<file path="config.mk">
export PLATFORM = sky130hd
export DESIGN_NAME = sbcs_top
export DESIGN_NICKNAME = d
export VERILOG_FILES = /design/src/rtl/sbcs_pkg.sv /design/src/rtl/sbcs_top.sv
export SDC_FILE = /design/constraint.sdc
export NUM_CORES = 1
export LEC_CHECK = 0
export BUFFER_PORTS_ARGS = -buffer_cell sky130_fd_sc_hd__buf_2
export CELL_PAD_IN_SITES_DETAIL_PLACEMENT = 0
export CELL_PAD_IN_SITES_GLOBAL_PLACEMENT = 2
export CORE_MARGIN = 10
export CORE_UTILIZATION = 33
export CTS_BUF_LIST = sky130_fd_sc_hd__clkbuf_2 sky130_fd_sc_hd__clkbuf_4 sky130_fd_sc_hd__clkbuf_8
export DETAILED_ROUTE_END_ITERATION = 10
export HOLD_SLACK_MARGIN = 0.03
export PLACE_DENSITY = 0.86
export SYNTH_ARGS = -nofsm -noshare
export SYNTH_HDL_FRONTEND = slang
export SYNTH_SLANG_ARGS = --single-unit
</file>
<file path="constraint.sdc">
create_clock -name CLK -period 3.7 [get_ports CLK]
set_input_delay 0.74 -clock CLK [delete_from_list [all_inputs] [get_ports CLK]]
set_output_delay 0.74 -clock CLK [all_outputs]
set_load 0.01 [all_outputs]
</file>
<file path="src/rtl/sbcs_pkg.sv">
// constants, field layout and encodings of the serial transfer clock selector
package sbcs_pkg;
    // register byte offsets
    localparam logic [7:0] ADDR_BAUD = 8'h00;
    localparam logic [7:0] ADDR_FRACK = 8'h04;
    localparam logic [7:0] ADDR_MODE = 8'h08;
    localparam logic [7:0] ADDR_CTRL = 8'h0C;
    localparam logic [7:0] ADDR_STAT = 8'h10;
    // baud_divider_control fields
    localparam int BRS_LSB = 0;
    localparam int TAP_LSB = 4;
    localparam int FRAC_EN_BIT = 6;
    // fractional_k_control field
    localparam int FRACK_LSB = 0;
    // serial_mode_control0 fields
    localparam int MODE_LSB = 0;
    localparam int SRC_LSB = 2;
    // serial_control fields
    localparam int PIN_IN_BIT = 0;
    localparam int EDGE_BIT = 1;
    // status fields
    localparam int ST_SCLK_BIT = 0;
    localparam int ST_BRG_LSB = 4;
    localparam int ST_GRP_LSB = 12;
    localparam int ST_OVS_LSB = 20;
    // reset values
    localparam logic [3:0] DIV_N_RST = 4'h0;
    localparam logic [1:0] TAP_RST = 2'h0;
    localparam logic [3:0] FRACK_RST = 4'h0;
    // uart oversampling: selected clock divided by 16 per bit
    localparam int UART_OVS = 16;
    // operating mode
    typedef enum logic [1:0] {
        MODE_IO = 2'h0,
        MODE_UART = 2'h1
    } sbcs_mode_t;
    // uart clock source
    typedef enum logic [1:0] {
        SRC_TIMER = 2'h0,
        SRC_BRG = 2'h1,
        SRC_FSYS = 2'h2,
        SRC_PIN = 2'h3
    } sbcs_src_t;
endpackage : sbcs_pkg

</file>
<file path="src/rtl/sbcs_top.sv">
// serial transfer clock selector: baud generator, clock pin and uart clock choice
//
// Contract
// - baud input is one of four prescaler taps /2,/8,/32,/128; code 00 is /2
// - i/o mode divides by N only; uart divides by N or fraction per enable
// - four-bit N field is the ratio; N spans 1 to 16
// - fractional uart division is N+(16-K)/16; software keeps N 2..15, K 1..15
// - i/o mode, pin output: transfer clock is baud output divided by 2
// - i/o mode, pin input: transfer on rising or falling pin edge per edge bit
// - mode field picks i/o or uart; each mode has its own clock selection
// - uart source field picks timer, baud generator, system clock or pin
// - uart counters divide the selected clock by 16 per bit
//
// Implementation choices: the register offsets and strobed register access.
`timescale 1ns/1ns
`default_nettype none
module sbcs_top #(
    parameter int DIV_W = 4
) (
    // clock and reset
    input wire logic CLK,
    input wire logic RESETN,
    // register port
    input wire logic [7:0] ADDR,
    input wire logic [31:0] WDATA,
    input wire logic WR,
    input wire logic RD,
    output logic [31:0] RDATA,
    // clock sources: prescaler enables /2,/8,/32,/128 and timer flip-flop
    input wire logic [3:0] TAP_TICK,
    input wire logic TIMER_FF,
    // clock pin
    input wire logic SCLK_IN,
    output logic SCLK_OUT,
    output logic SCLK_OE,
    // transfer clock enables
    output logic XFER_TICK,
    output logic BIT_TICK
);
    generate
        if (DIV_W != 4) begin : g_bad_width
            $error("divisor field must be four bits wide");
        end
    endgenerate

    localparam int OVS_W = $clog2(sbcs_pkg::UART_OVS);
    localparam logic [DIV_W:0] FULL_RATIO = (DIV_W+1)'(2 ** DIV_W);
    localparam logic [OVS_W-1:0] OVS_LAST = OVS_W'(sbcs_pkg::UART_OVS - 1);

    // software fields
    logic [DIV_W-1:0] div_n;
    logic [1:0] tap_sel;
    logic frac_en;
    logic [DIV_W-1:0] frac_k;
    logic [1:0] op_mode;
    logic [1:0] clk_src;
    logic pin_in;
    logic edge_fall;
    // internal state
    logic [DIV_W:0] brg_cnt;
    logic [DIV_W-1:0] grp_cnt;
    logic [OVS_W-1:0] ovs_cnt;
    logic pin_s1;
    logic pin_s2;
    logic pin_s3;
    logic tmr_prev;
    logic [31:0] rd_mux;

    // register write decode
    wire wr_baud = WR && (ADDR == sbcs_pkg::ADDR_BAUD);
    wire wr_frack = WR && (ADDR == sbcs_pkg::ADDR_FRACK);
    wire wr_mode = WR && (ADDR == sbcs_pkg::ADDR_MODE);
    wire wr_ctrl = WR && (ADDR == sbcs_pkg::ADDR_CTRL);
    // any divider setting change restarts the baud count
    wire cfg_wr = wr_baud || wr_frack || wr_mode;

    // mode decode
    wire io_mode = (op_mode == sbcs_pkg::MODE_IO);
    wire io_out = io_mode && !pin_in;
    wire io_in = io_mode && pin_in;
    wire frac_act = !io_mode && frac_en;

    // baud generator input tap and ratio
    wire brg_in = TAP_TICK[tap_sel];
    wire [DIV_W:0] n_ratio = (div_n == '0) ? FULL_RATIO : {1'b0, div_n};
    wire [DIV_W:0] frac_lim = FULL_RATIO - {1'b0, frac_k};
    wire long_per = frac_act && ({1'b0, grp_cnt} < frac_lim);
    wire [DIV_W:0] brg_lim = long_per ? n_ratio : n_ratio - 1'b1;
    wire brg_tick = brg_in && (brg_cnt >= brg_lim);

    // clock pin edges, read only after the second stage
    wire pin_rise = pin_s2 && !pin_s3;
    wire pin_fall = !pin_s2 && pin_s3;
    // timer flip-flop toggles per match, one rising edge per two matches
    wire tmr_rise = TIMER_FF && !tmr_prev;

    // i/o transfer edge
    wire io_out_tick = io_out && brg_tick && !SCLK_OUT;
    wire io_in_tick = io_in && (edge_fall ? pin_fall : pin_rise);
    wire io_tick = io_out_tick || io_in_tick;

    // uart clock selection
    wire uart_sel = (clk_src == sbcs_pkg::SRC_TIMER) ? tmr_rise :
                    (clk_src == sbcs_pkg::SRC_BRG) ? brg_tick :
                    (clk_src == sbcs_pkg::SRC_FSYS) ? 1'b1 : pin_rise;
    wire uart_tick = !io_mode && uart_sel;
    wire ovs_wrap = uart_tick && (ovs_cnt == OVS_LAST);

    // next values
    wire next_sclk = io_out ? (SCLK_OUT ^ brg_tick) : 1'b1;
    wire next_xfer = io_mode ? io_tick : uart_tick;

    // software register file
    always_ff @(posedge CLK or negedge RESETN) begin
        if (!RESETN) begin
            div_n <= sbcs_pkg::DIV_N_RST;
            tap_sel <= sbcs_pkg::TAP_RST;
            frac_en <= 1'b0;
            frac_k <= sbcs_pkg::FRACK_RST;
            op_mode <= sbcs_pkg::MODE_IO;
            clk_src <= sbcs_pkg::SRC_TIMER;
            pin_in <= 1'b0;
            edge_fall <= 1'b0;
        end else begin
            if (wr_baud) begin
                div_n <= WDATA[sbcs_pkg::BRS_LSB +: DIV_W];
                tap_sel <= WDATA[sbcs_pkg::TAP_LSB +: 2];
                frac_en <= WDATA[sbcs_pkg::FRAC_EN_BIT];
            end
            if (wr_frack) begin
                frac_k <= WDATA[sbcs_pkg::FRACK_LSB +: DIV_W];
            end
            if (wr_mode) begin
                op_mode <= WDATA[sbcs_pkg::MODE_LSB +: 2];
                clk_src <= WDATA[sbcs_pkg::SRC_LSB +: 2];
            end
            if (wr_ctrl) begin
                pin_in <= WDATA[sbcs_pkg::PIN_IN_BIT];
                edge_fall <= WDATA[sbcs_pkg::EDGE_BIT];
            end
        end
    end

    // read decode
    always_comb begin
        rd_mux = '0;
        if (ADDR == sbcs_pkg::ADDR_BAUD) begin
            rd_mux[sbcs_pkg::BRS_LSB +: DIV_W] = div_n;
            rd_mux[sbcs_pkg::TAP_LSB +: 2] = tap_sel;
            rd_mux[sbcs_pkg::FRAC_EN_BIT] = frac_en;
        end else if (ADDR == sbcs_pkg::ADDR_FRACK) begin
            rd_mux[sbcs_pkg::FRACK_LSB +: DIV_W] = frac_k;
        end else if (ADDR == sbcs_pkg::ADDR_MODE) begin
            rd_mux[sbcs_pkg::MODE_LSB +: 2] = op_mode;
            rd_mux[sbcs_pkg::SRC_LSB +: 2] = clk_src;
        end else if (ADDR == sbcs_pkg::ADDR_CTRL) begin
            rd_mux[sbcs_pkg::PIN_IN_BIT] = pin_in;
            rd_mux[sbcs_pkg::EDGE_BIT] = edge_fall;
        end else if (ADDR == sbcs_pkg::ADDR_STAT) begin
            rd_mux[sbcs_pkg::ST_SCLK_BIT] = SCLK_OUT;
            rd_mux[sbcs_pkg::ST_BRG_LSB +: DIV_W+1] = brg_cnt;
            rd_mux[sbcs_pkg::ST_GRP_LSB +: DIV_W] = grp_cnt;
            rd_mux[sbcs_pkg::ST_OVS_LSB +: OVS_W] = ovs_cnt;
        end
    end

    // read data, one cycle after the strobe, zero otherwise
    always_ff @(posedge CLK or negedge RESETN) begin
        if (!RESETN) begin
            RDATA <= 32'h0000_0000;
        end else begin
            RDATA <= RD ? rd_mux : 32'h0000_0000;
        end
    end

    // pin synchroniser and edge history
    always_ff @(posedge CLK or negedge RESETN) begin
        if (!RESETN) begin
            pin_s1 <= 1'b0;
            pin_s2 <= 1'b0;
            pin_s3 <= 1'b0;
            tmr_prev <= 1'b0;
        end else begin
            pin_s1 <= SCLK_IN;
            pin_s2 <= pin_s1;
            pin_s3 <= pin_s2;
            tmr_prev <= TIMER_FF;
        end
    end

    // baud generator counter and fractional group
    always_ff @(posedge CLK or negedge RESETN) begin
        if (!RESETN) begin
            brg_cnt <= '0;
            grp_cnt <= '0;
        end else if (cfg_wr) begin
            brg_cnt <= '0; // a shorter limit must not leave the count past it
            grp_cnt <= '0;
        end else if (brg_in) begin
            brg_cnt <= brg_tick ? '0 : brg_cnt + 1'b1;
            if (brg_tick) begin
                grp_cnt <= frac_act ? grp_cnt + 1'b1 : '0;
            end
        end
    end

    // uart divide by 16
    always_ff @(posedge CLK or negedge RESETN) begin
        if (!RESETN) begin
            ovs_cnt <= '0;
        end else if (io_mode) begin
            ovs_cnt <= '0;
        end else if (uart_tick) begin
            ovs_cnt <= ovs_cnt + 1'b1;
        end
    end

    // outputs
    always_ff @(posedge CLK or negedge RESETN) begin
        if (!RESETN) begin
            SCLK_OUT <= 1'b1;
            SCLK_OE <= 1'b0;
            XFER_TICK <= 1'b0;
            BIT_TICK <= 1'b0;
        end else begin
            SCLK_OUT <= next_sclk;
            SCLK_OE <= io_out;
            XFER_TICK <= next_xfer;
            BIT_TICK <= ovs_wrap;
        end
    end

    // counter only moves on the selected tap or a baud, fraction or mode write
    property p_tap_gate;
        @(posedge CLK) disable iff (!RESETN)
        (!brg_in && !cfg_wr) |=> $stable(brg_cnt);
    endproperty
    a_tap_gate: assert property (p_tap_gate)
        else $error("baud counter moved without tap pulse");

    // plain N division outside fractional mode
    property p_int_div;
        @(posedge CLK) disable iff (!RESETN)
        (brg_tick && !frac_act) |-> (brg_cnt == n_ratio - 1'b1);
    endproperty
    a_int_div: assert property (p_int_div)
        else $error("integer division period wrong");

    // zero field means ratio sixteen
    property p_zero_full;
        @(posedge CLK) disable iff (!RESETN)
        (brg_tick && !frac_act && div_n == '0) |-> (brg_cnt == FULL_RATIO - 1'b1);
    endproperty
    a_zero_full: assert property (p_zero_full)
        else $error("zero divisor field not ratio sixteen");

    // long periods first in each group, short after
    property p_frac_len;
        @(posedge CLK) disable iff (!RESETN)
        (brg_tick && frac_act) |->
            (brg_cnt == (({1'b0, grp_cnt} < frac_lim) ? n_ratio : n_ratio - 1'b1));
    endproperty
    a_frac_len: assert property (p_frac_len)
        else $error("fractional period length wrong");

    // pin output toggles on every baud tick
    property p_sclk_half;
        @(posedge CLK) disable iff (!RESETN)
        (brg_tick && io_out && SCLK_OE) |=> (SCLK_OUT != $past(SCLK_OUT));
    endproperty
    a_sclk_half: assert property (p_sclk_half)
        else $error("pin clock did not toggle on baud tick");

    // transfer edge follows selected pin edge
    property p_pin_edge;
        @(posedge CLK) disable iff (!RESETN)
        (io_in && (edge_fall ? (!pin_s2 && pin_s3) : (pin_s2 && !pin_s3))) |=> XFER_TICK;
    endproperty
    a_pin_edge: assert property (p_pin_edge)
        else $error("pin edge did not give transfer tick");

    // pin driven only in i/o output mode
    property p_oe_mode;
        @(posedge CLK) disable iff (!RESETN)
        SCLK_OE |-> $past(op_mode == sbcs_pkg::MODE_IO && !pin_in);
    endproperty
    a_oe_mode: assert property (p_oe_mode)
        else $error("pin driven outside i/o output mode");

    // system clock source ticks every cycle
    property p_fsys_src;
        @(posedge CLK) disable iff (!RESETN)
        (!io_mode && clk_src == sbcs_pkg::SRC_FSYS) [*2] |=> XFER_TICK;
    endproperty
    a_fsys_src: assert property (p_fsys_src)
        else $error("system clock source missed a tick");

    // one bit tick per sixteen selected clocks
    property p_bit_div;
        @(posedge CLK) disable iff (!RESETN)
        BIT_TICK |-> ($past(ovs_cnt) == OVS_LAST && ovs_cnt == '0);
    endproperty
    a_bit_div: assert property (p_bit_div)
        else $error("bit tick not at sixteenth clock");
endmodule : sbcs_top
`default_nettype wire

</file>
==> results by group, run 1 <==
Floorplanning
  • Core area: 8720 um^2
  • Die area: 13,100 um^2
  • Chip height: 115 um
  • Chip width: 115 um
  • I/O pin cnt: 86
  • Std-Cell Rows: 34
  • Initial core utilization: 33.9%

Timing
  • Fin. max-slew vios: 0
  • Final Hold Vio Count: 0
  • Final setup vio count: 0
  • Max Clock Skew: 0.0109 ns
  • Final period utilization: 91.7%
  • Max Freq: 295 MHz
  • Slew margin rel.: 55.7%
  • Setup repair after global routing missed its margin: false
  • Worst-Margin Slew: 0.665 ns
  • Worst setup margin: 0.306 ns
  • Tmin final: 3.39 ns
  • TNS Setup: 0 ns

Global route
  • Grt ovf: 0
  • Gr usage total: 10.4%
  • Largest net degree at the start of global routing: 30
  • Antenna violations before repair: 0
  • First-pass GRT wire length: 11,100 um
  • Vias in the first global route: 2,236

Detailed routing
  • DRC viols: 0
  • Final WL: 6780 um
  • Initial DRC Count: 102
  • Vias/cell: 4.91
  • Routed wire per std cell: 15.6 um
  • Drt first pass iters: 4
  • Via count: 2,136
  • Post-route ant nets: 0

Setup path
  • Worst EP required: 3.90 ns
  • CP Max Fanout: 5
  • Crit path top cell by count: ha_1
  • CP top delay family: compound AO/OA/AOI/OAI gates
  • Slowest-stage cell, CP: dfrtp_1
  • Setup crit start: frac_k[0]
  • CP bufs+invs: 2
  • Max stage delay on crit path: 0.39 ns
  • Crit Path Class: register to register
  • Worst r2r src: frac_k[0]
  • Critical path capture point type: register
  • Data arrival time of the worst path: 3.59 ns
  • CP Launch Type: register
  • Critical Path, Cell by Cell: inv_1, ha_1, inv_1, ha_1, a21o_1, a211oi_2, o31a_1, mux2_2, ha_1, a21o_1, a31oi_1, o21a_1, nor2_1, a32o_1

Clock network
  • CTS tree: done
  • Sink Count: 55
  • Max H-tree Level: 2
  • Max Buffers Root-to-Sink: 2
  • Clock slew at reported path FFs: 0.10 ns
  • Num CTS Buffers: 5
  • Clock Tree Root: clkbuf_8
  • Hold-fix buffers, CTS: 0
  • Worst-Skew Late Latency: 0.30 ns

Cells and area
  • Synth-to-Final Area Change: 14.8%
  • # fillers: 853
  • Ratio of cells with drive above 1 in the final layout: 26.9%
  • Diodes inserted: 0
  • Final net count: 390
  • Final instance area: 3390 um^2
  • Core Util, Final: 38.9%
  • Final std cells w/o fill: 435

Yosys
  • Yosys warnings: 0
  • Post-synthesis sequential area ratio: 46.6%
  • Netlist Area Pre-Place: 2960 um^2
  • Synth Instances: 277
  • Async S/R FF share, synth: 100%
  • Synth unique cells: 44
  • Largest area contributor in the netlist: dfrtp_1
  • Top FF cell, synth: dfrtp_1
  • Synth top area cells: dfrtp_1 46%, mux2_2 7.6%, ha_1 5.9%
  • Syn Area/Cell: 10.7 um^2
  • Synth top area share: 45.7%
  • Yosys reg bits: 55
  • Post-synth EDFFs: 0

Place
  • Worst slack, placed: 0.170 ns
  • IO Port Bufs: 45
  • RD Place Congestion: 0.769
  • Placed Cells: 427
  • Detailed placement HPWL: 5370 um
  • Area post-placement: 3270 um^2

Pwr
  • Pwr/cell area: 416 nW/um^2
  • VDD IR-drop max: 207 uV
  • Leak: 0.00168 uW

Job
  • Maxcap violations: 0

Hold path
  • Min-delay src: pin_s1
  • Hold crit path type: register to register

Outcome
  • Status: completed
## through the flow
step	total power (uW)	hold WS (ns)
after floorplan	918	0.331
after global placement	1010	0.332
after detailed placement	1020	0.337
after CTS	1430	0.361
after global routing	1510	0.368
final	1410	0.357
## path summary, 6_finish.rpt
path	endpoint	slack [ns]	cells past startpoint
max	grp_cnt[0]	0.31	14
min	pin_s2	0.36	0
max reg2reg	grp_cnt[0]	0.31	14
min reg2reg	pin_s2	0.36	0
max in group asynchronous	SCLK_OUT	2.39	2
min in group asynchronous	clk_src[1]	0.47	1
## Yosys cell counts, types with 2 or more instances
cell type  instances
a21o_1             3
a21oi_1           12
a31oi_1            2
and2_1            11
and3_1             4
buf_4             15
clkbuf_1           7
dfrtp_1           54
ha_1              14
inv_1              8
mux2_2            20
mux2i_1           14
nand2_1           17
nand2b_1           6
nand3_1           10
nand3b_1           2
nand4_1            6
nand4b_1           2
nor2_1            21
nor2b_1            3
nor3_1             7
nor3b_1            2
o21a_1             2
o21ai_0            6
o2bb2ai_1          2
o31ai_1            3
or3_1              2
xor2_1             6
## cells in the final DEF, fill, tap and decap left out, types with 3 or more instances in the layout
cell,n
and3_1,4
nand3_1,10
buf_4,5
and2_1,11
o31ai_1,3
nand2b_1,6
buf_2,45
nand2_1,17
clkbuf_8,5
o21ai_0,6
nor2b_1,3
nor3_1,7
mux2i_1,14
nand4_1,6
inv_1,8
dfrtp_1,54
ha_1,14
nor2_1,21
a21oi_1,12
a21o_1,3
mux2_2,20
xor2_1,6
conb_1,15
## repair_timing
action / in CTS / in global routing
endpoints found under the setup margin: 0 / 8
resized for setup: 0 / 2
hold endpoints to repair: 0 / 0
buffers inserted: 0 / 0
## layout make-up
cell class                      instances  area [um^2]  share of cell area (%)
Inverter                                8         30.0                   0.885
Clock inverter                          1         30.0                   0.885
Sequential cell                        55         1380                    40.6
Tap cell                              108          135                    3.98
Multi-Input combinational cell        206         1470                    43.4
Clock buffer                            7         83.8                    2.47
Timing Repair Buffer                   50          263                    7.74
## registers in the layout (all words and copies together), names as in the netlist
| name | count |
|---|---|
| RDATA | 17 |
| brg_cnt | 5 |
| div_n | 4 |
| frac_k | 4 |
| grp_cnt | 4 |
| ovs_cnt | 4 |
| clk_src | 2 |
| op_mode | 2 |
| tap_sel | 2 |
| BIT_TICK | 1 |
| SCLK_OE | 1 |
| SCLK_OUT | 1 |
| XFER_TICK | 1 |
| edge_fall | 1 |
| frac_en | 1 |
| pin_in | 1 |
| pin_s1 | 1 |
| pin_s2 | 1 |
| pin_s3 | 1 |
| tmr_prev | 1 |
## power by group
part / switching (uW) / internal (uW) / leakage [uW] / total (uW)
sequential: 54.2 / 648 / 0.000741 / 702
combinational: 174 / 133 / 0.000879 / 308
clock: 185 / 218 / 0.0000593 / 403
total: 414 / 998 / 0.00168 / 1410
## metal layers
| metal | vias to the layer above | track usage [%] | share of wire [%] |
|---|---|---|---|
| li1 | 1047 | - | - |
| met1 | 1051 | 12.8 | 44 |
| met2 | 34 | 17.8 | 51 |
| met5 | - | 0 | 0 |
| met3 | 4 | 2.78 | 4.5 |
| met4 | 0 | 2.01 | 0.62 |
## cell families (layout without fill, tap and decap cells)
group	Yosys count	in the layout	share of synthesized area (%)
and+or+nand+nor	97	97	17.8
DFF	55	55	46.6
AOI/OAI and AO/OA	38	38	8.68
muxes	35	35	13.1
buffers and inverters	30	66	5.71
adders and majority gates	14	14	5.92
xor gates and xnor gates	7	7	2.07
other	1	15	0.127
(Power assumes the default switching activity.)
==> inputs of run 2 (changes only) <==
CORE_UTILIZATION = 30   (was 33)
PLACE_DENSITY = 0.82   (was 0.86)
clock period = 2.95 ns   (was 3.7 ns; I/O delays follow)
==> run 2 against run 1 <==
Against the previous run: the flow now finishes with violations (negative setup slack); critical path depth rose by 1; clock skew rose by 0.0015 ns; cell count rose by 15%; via count rose by 10%; critical path type unchanged; combinational power rose by 100%; highest routed layer unchanged; routed wire length rose by 11%; global-route usage fell by 0.095 points; count of clock-buffer cells in the layout fell by 2; critical endpoint is now ovs_cnt[1]; total power rose by 44%; clock power rose by 28%; worst setup slack got worse by 0.60 ns; non-clock buffer count rose by 39.
==> results by group, run 2 (synthesis gave the netlist of run 1 again) <==
Outcome
  • Status: complete, but fails checks
  • Violated checks: negative setup slack

Place
  • IO Port Bufs: 45
  • Detailed placement HPWL: 5620 um
  • RD Place Congestion: 0.800
  • Placed Cells: 470

Timing
  • Final setup vio count: 17
  • Final period utilization: 110%
  • Worst-Margin Slew: 0.702 ns
  • Max Freq: 309 MHz
  • Final Hold Vio Count: 0
  • Setup repair after global routing missed its margin: true
  • Fin. max-slew vios: 0
  • Max Clock Skew: 0.0124 ns
  • Worst setup margin: -0.289 ns
  • Slew margin rel.: 53.2%
  • Tmin final: 3.24 ns

Setup path
  • CP Max Fanout: 4
  • Critical path capture point type: register
  • CP Launch Type: register
  • Max stage delay on crit path: 0.40 ns
  • Critical Path, Cell by Cell: inv_2, ha_4, inv_2, ha_4, a21o_1, a211oi_2, o31a_1, mux2_4, ha_4, a21o_1, a31oi_4, buf_6, o21ai_4, a31oi_4, mux2i_1
  • Slowest-stage cell, CP: dfrtp_1
  • Crit path top cell by count: ha_4
  • Worst EP required: 3.18 ns
  • Data arrival time of the worst path: 3.47 ns
  • Crit Path Class: register to register

Hold path
  • Hold crit path type: input port to async pin

Job
  • Maxcap violations: 0

Clock network
  • Hold-fix buffers, CTS: 0
  • Sink Count: 55
  • Worst-Skew Late Latency: 0.32 ns
  • Clock slew at reported path FFs: 0.11 ns
  • Max Buffers Root-to-Sink: 2
  • Clock Tree Root: clkbuf_8
  • CTS tree: done
  • Max H-tree Level: 2
  • Num CTS Buffers: 5

Cells and area
  • Ratio of cells with drive above 1 in the final layout: 40.9%
  • Most common cell after layout, fill and taps aside: dfrtp_1
  • Diodes inserted: 0
  • Final std cells w/o fill: 500
  • Core Util, Final: 40.5%
  • Final net count: 430
  • Synth-to-Final Area Change: 32.5%
  • Biggest register: RDATA
  • Multi-input logic area: 1650 um^2
  • Highest-count cells in the layout ignoring fill and taps: 54 x dfrtp_1, 45 x buf_2, 39 x buf_4
  • Register area: 1380 um^2
  • Top Registers: RDATA (17), brg_cnt (5)
  • Max FFs per register: 17
  • # fillers: 935

Global route
  • Vias in the first global route: 2,402
  • Largest net degree at the start of global routing: 32
  • First-pass GRT wire length: 12,200 um
  • Grt ovf: 0
  • Gr usage total: 10.3%
  • Antenna violations before repair: 0

Floorplanning
  • Std-Cell Rows: 36
  • Core area: 9680 um^2
  • Die area: 14,200 um^2
  • Chip height: 119 um
  • I/O pin cnt: 86
  • Chip width: 119 um
  • Initial core utilization: 30.5%

Detailed routing
  • Vias/cell: 4.72
  • Via count: 2,360
  • Drt first pass iters: 4
  • Final WL: 7510 um
  • Post-route ant nets: 0
  • Routed wire per std cell: 15.0 um
  • DRC viols: 0
  • Initial DRC Count: 125

Pwr
  • VDD IR-drop max: 280 uV
  • Leak: 0.00190 uW
  • Pwr/cell area: 519 nW/um^2
[run 2: cell types whose count changed in the layout (fill, tap and decap cells not counted), sizes merged]
cell / before / now
buf: 50 / 89
clkbuf: 7 / 5
clkinvlp: 0 / 1
inv: 8 / 9
o21a: 2 / 3
[run 2: final timing paths]
path	start	to	slack [ns]	depth (start not counted)
max in group asynchronous	RESETN	op_mode[1]	1.95	2
setup reg to reg	frac_k[0]	ovs_cnt[1]	-0.29	15
hold reg to reg	pin_s1	pin_s2	0.36	0
setup / recovery	frac_k[0]	ovs_cnt[1]	-0.29	15
hold / removal	RESETN	RDATA[8]	0.30	1
min in group CLK	pin_s1	pin_s2	0.36	0
[run 2: area by class of cell]
class	count	share of cell area, %
Tap cell	133	4.25
Multi-Input combinational cell	207	42.2
Clock inverter	3	1.18
Clock buffer	5	1.76
Timing Repair Buffer	89	14.7
Sequential cell	55	35.2
Inverter	8	0.767
[run 2: stage by stage]
stage          total power (uW)  area, um^2  TNS [ns]  hold WS (ns)  setup WS, ns
2_1_floorplan              1190        3060    -0.191         0.294       -0.0594
3_3_place_gp               1340        3480     -3.98         0.338        -0.343
3_5_place_dp               1350        3480     -3.70         0.337        -0.317
4_1_cts                    1960        3820     -2.71         0.329        -0.274
5_1_grt                    2130        3920     -5.68         0.351        -0.464
6_report                   2030        3920     -3.08         0.304        -0.289
[run 2: where the power goes]
group          internal, uW  switching, uW
Combinational           309            322
Clock                   256            261
Sequential              812           72.2
[run 2: per-layer routing]
metal  GRT usage, %  routed length (um)
met1           13.5                3510
met2           16.5                3500
met3           3.02                 442
met4           2.29                  55
met5              0                   0
[run 2: worst max-delay path, delay by kind of cell (launching register included)]
| kind | cells | cell delay [ns] |
|---|---|---|
| multiplexers | 2 | 0.59 |
| AO/OA/AOI/OAI | 7 | 1.35 |
| flip-flops | 1 | 0.40 |
| adder cells (fa/ha/maj) | 3 | 0.55 |
| buffers and inverters | 3 | 0.27 |
[run 2: timing repair]
item	in CTS	in global routing
pin swaps	7	14
hold endpoints to repair	0	0
resized for setup	18	15
setup endpoints to repair	16	17
gates cloned	1	0
setup buffers	19	2
==> inputs of run 3 (changes only) <==
ABC_AREA = 1   (was not set)
CORE_UTILIZATION = 28   (was 30)
MAX_ROUTING_LAYER = met4   (was not set)
==> run 3 against run 2 <==
Against the previous run: the flow now finishes without violations; worst hold slack better by 0.012 ns; flip-flop and latch count unchanged; area after synthesis grew 6.4%; routed wire length shrank 2.4%; cell count up 15%; count of clock-buffer cells in the layout grew 3; utilization is 6.1 points lower; global-route usage fell by 1.1 points; largest power group unchanged.
==> results by group, run 3 <==
Yosys
  • Synth unique cells: 36
  • Post-synth EDFFs: 0
  • Yosys warnings: 0
  • Post-synthesis sequential area ratio: 43.8%
  • Most frequent cell after synthesis: nand2_1
  • Yosys reg bits: 55
  • Syn Area/Cell: 8.28 um^2
  • Post-synth top cells: 79 x nand2_1, 59 x inv_1, 54 x dfrtp_1
  • Netlist Area Pre-Place: 3150 um^2
  • Synth top area cells: dfrtp_1 43%, nand2_1 9.4%, inv_1 7.0%
  • Top FF cell, synth: dfrtp_1
  • Synth Instances: 380
  • Synth top area share: 42.9%
  • Async S/R FF share, synth: 100%
  • Largest area contributor in the netlist: dfrtp_1

Detailed routing
  • Initial DRC Count: 149
  • DRC viols: 0
  • Drt first pass iters: 4
  • Routed wire per std cell: 12.7 um
  • Final WL: 7330 um
  • Vias/cell: 4.37
  • Post-route ant nets: 0
  • Via count: 2,512

Place
  • IO Port Bufs: 45
  • Detailed placement HPWL: 5860 um
  • RD Place Congestion: 0.800
  • Worst slack, placed: -0.0633 ns
  • Area post-placement: 3510 um^2

Timing
  • Max Freq: 356 MHz
  • TNS Setup: 0 ns
  • Worst-Margin Slew: 0.698 ns
  • Final period utilization: 95.2%
  • Fin. max-slew vios: 0
  • Worst setup margin: 0.143 ns
  • Hold slack: 0.317 ns
  • Final setup vio count: 0
  • Final Hold Vio Count: 0
  • Setup repair after global routing missed its margin: true
  • Slew margin rel.: 53.4%
  • Max Clock Skew: 0.00720 ns
  • Tmin final: 2.81 ns

Floorplanning
  • Core area: 10,900 um^2
  • Std-Cell Rows: 38
  • Die area: 15,900 um^2
  • Chip height: 126 um
  • I/O pin cnt: 86
  • Chip width: 126 um
  • Initial core utilization: 28.8%

Cells and area
  • Top Registers: RDATA (17), brg_cnt (5)
  • Diodes inserted: 0
  • Biggest register: RDATA
  • Multi-input logic area: 1570 um^2
  • Highest-count cells in the layout ignoring fill and taps: 74 x nand2_1, 56 x inv_1, 54 x dfrtp_1
  • Synth-to-Final Area Change: 19.5%
  • Final net count: 498
  • Final instance area: 3760 um^2
  • Ratio of cells with drive above 1 in the final layout: 26.0%
  • # fillers: 1,175
  • Register area: 1380 um^2
  • Max FFs per register: 17
  • Most common cell after layout, fill and taps aside: nand2_1

Setup path
  • CP Max Fanout: 7
  • Slowest-stage cell, CP: dfrtp_1
  • Data arrival time of the worst path: 3.01 ns
  • Critical Path, Cell by Cell: inv_2, buf_4, nand3_1, xor2_1, ha_1, nand4_1, nand3_4, nand2_2, nand2_1, nand2_2, ha_4, nand2_1, nor2_1, nand2_1, nand3_4, nand2_4, buf_12, nand4_1, nand2_1
  • Crit path top cell by count: nand2_1
  • Number of cells on the critical path: 19
  • CP Launch Type: register
  • CP bufs+invs: 3
  • Critical path capture point type: register
  • Setup crit start: frac_k[1]
  • Reg2reg setup slack: 0.14 ns
  • Max stage delay on crit path: 0.40 ns
  • R2R depth: 19
  • Worst r2r src: frac_k[1]
  • CP top delay family: simple AND/OR/NAND/NOR gates
  • Worst EP required: 3.15 ns
  • Crit Path Class: register to register
  • Worst setup path end: brg_cnt[4]
  • FF-to-FF End: brg_cnt[4]

Global route
  • Antenna violations before repair: 0
  • Vias in the first global route: 2,474
  • Largest net degree at the start of global routing: 32
  • Gr usage total: 9.20%
  • Grt ovf: 0
  • First-pass GRT wire length: 12,100 um

Outcome
  • Status: completed

Pwr
  • Leak: 0.00206 uW
  • VDD IR-drop max: 242 uV
  • Pwr/cell area: 611 nW/um^2

Clock network
  • Worst-Skew Late Latency: 0.30 ns
  • Clock slew at reported path FFs: 0.10 ns
  • Hold-fix buffers, CTS: 0
  • Num CTS Buffers: 5
  • Max Buffers Root-to-Sink: 2
  • Clock Tree Root: clkbuf_8
  • Max H-tree Level: 2
  • Sink Count: 55
  • CTS tree: done

Hold path
  • Hold crit path type: input port to async pin

Job
  • Maxcap violations: 0
run 3: cell count changes after synthesis, sizes merged, moves of 4 or more:
cell / before / now
mux2i: 14 / 0
inv: 8 / 63
buf: 15 / 19
nand2: 17 / 89
nand2b: 6 / 0
and2: 11 / 0
clkbuf: 7 / 0
nand4: 6 / 15
nor2: 21 / 31
nor3: 7 / 1
mux2: 20 / 0
o21ai: 7 / 24
nand3: 10 / 38
run 3: power by group:
| part | internal (uW) | switching (uW) | leakage (uW) |
|---|---|---|---|
| clock | 224 | 238 | 0.0000549 |
| sequential | 856 | 131 | 0.000703 |
| combinational | 366 | 482 | 0.00130 |
run 3: kinds of logic (layout without fill, tap and decap cells):
logic type / count (synthesis) / count (layout) / share of synthesized area, %
simple gates: 180 / 180 / 28.7
buf+inv: 83 / 124 / 12.2
flops: 55 / 55 / 43.8
compound gates: 38 / 38 / 7.12
fa+ha+maj: 14 / 14 / 5.57
xor+xnor: 9 / 9 / 2.51
other cells: 1 / 15 / 0.119
run 3: layer usage:
layer	routed length, um	GRT usage, %
met1	3870	12.4
met2	3180	14.0
met3	235	1.93
met4	41	1.61
met5	0	-
run 3: area by class of cell:
class / instances / share of cell area [%]
well taps: 140 / 4.66
multi-input cells: 256 / 41.8
repair buffers: 52 / 7.72
clock buffers: 8 / 2.76
inverters: 64 / 6.39
flip-flops and latches: 55 / 36.6
run 3: how the worst min path moves through the flow:
stage               depth (start not counted)   start  endpoint  slack [ns]
global placement                            0  pin_s1    pin_s2        0.33
floorplan                                   0  RESETN  BIT_TICK        0.29
CTS                                         1  RESETN  RDATA[8]        0.33
global route                                1  RESETN  RDATA[8]        0.36
finish                                      1  RESETN  RDATA[8]        0.32
detailed placement                          0  pin_s1    pin_s2        0.34
run 3: timing repair:
item	in CTS	in global routing
buffers inserted	0	1
pin swaps	0	13
resized for setup	1	29
endpoints found under the setup margin	16	16
run 3: metrics by stage:
| stage | total power [uW] | utilization, % | cells |
|---|---|---|---|
| after global routing | 2510 | 34.4 | 575 |
| after global placement | 1720 | 32.1 | 566 |
| after CTS | 2200 | 33.1 | 574 |
| final | 2300 | 34.4 | 575 |
| after detailed placement | 1730 | 32.1 | 566 |
| after floorplan | 1500 | - | 394 |
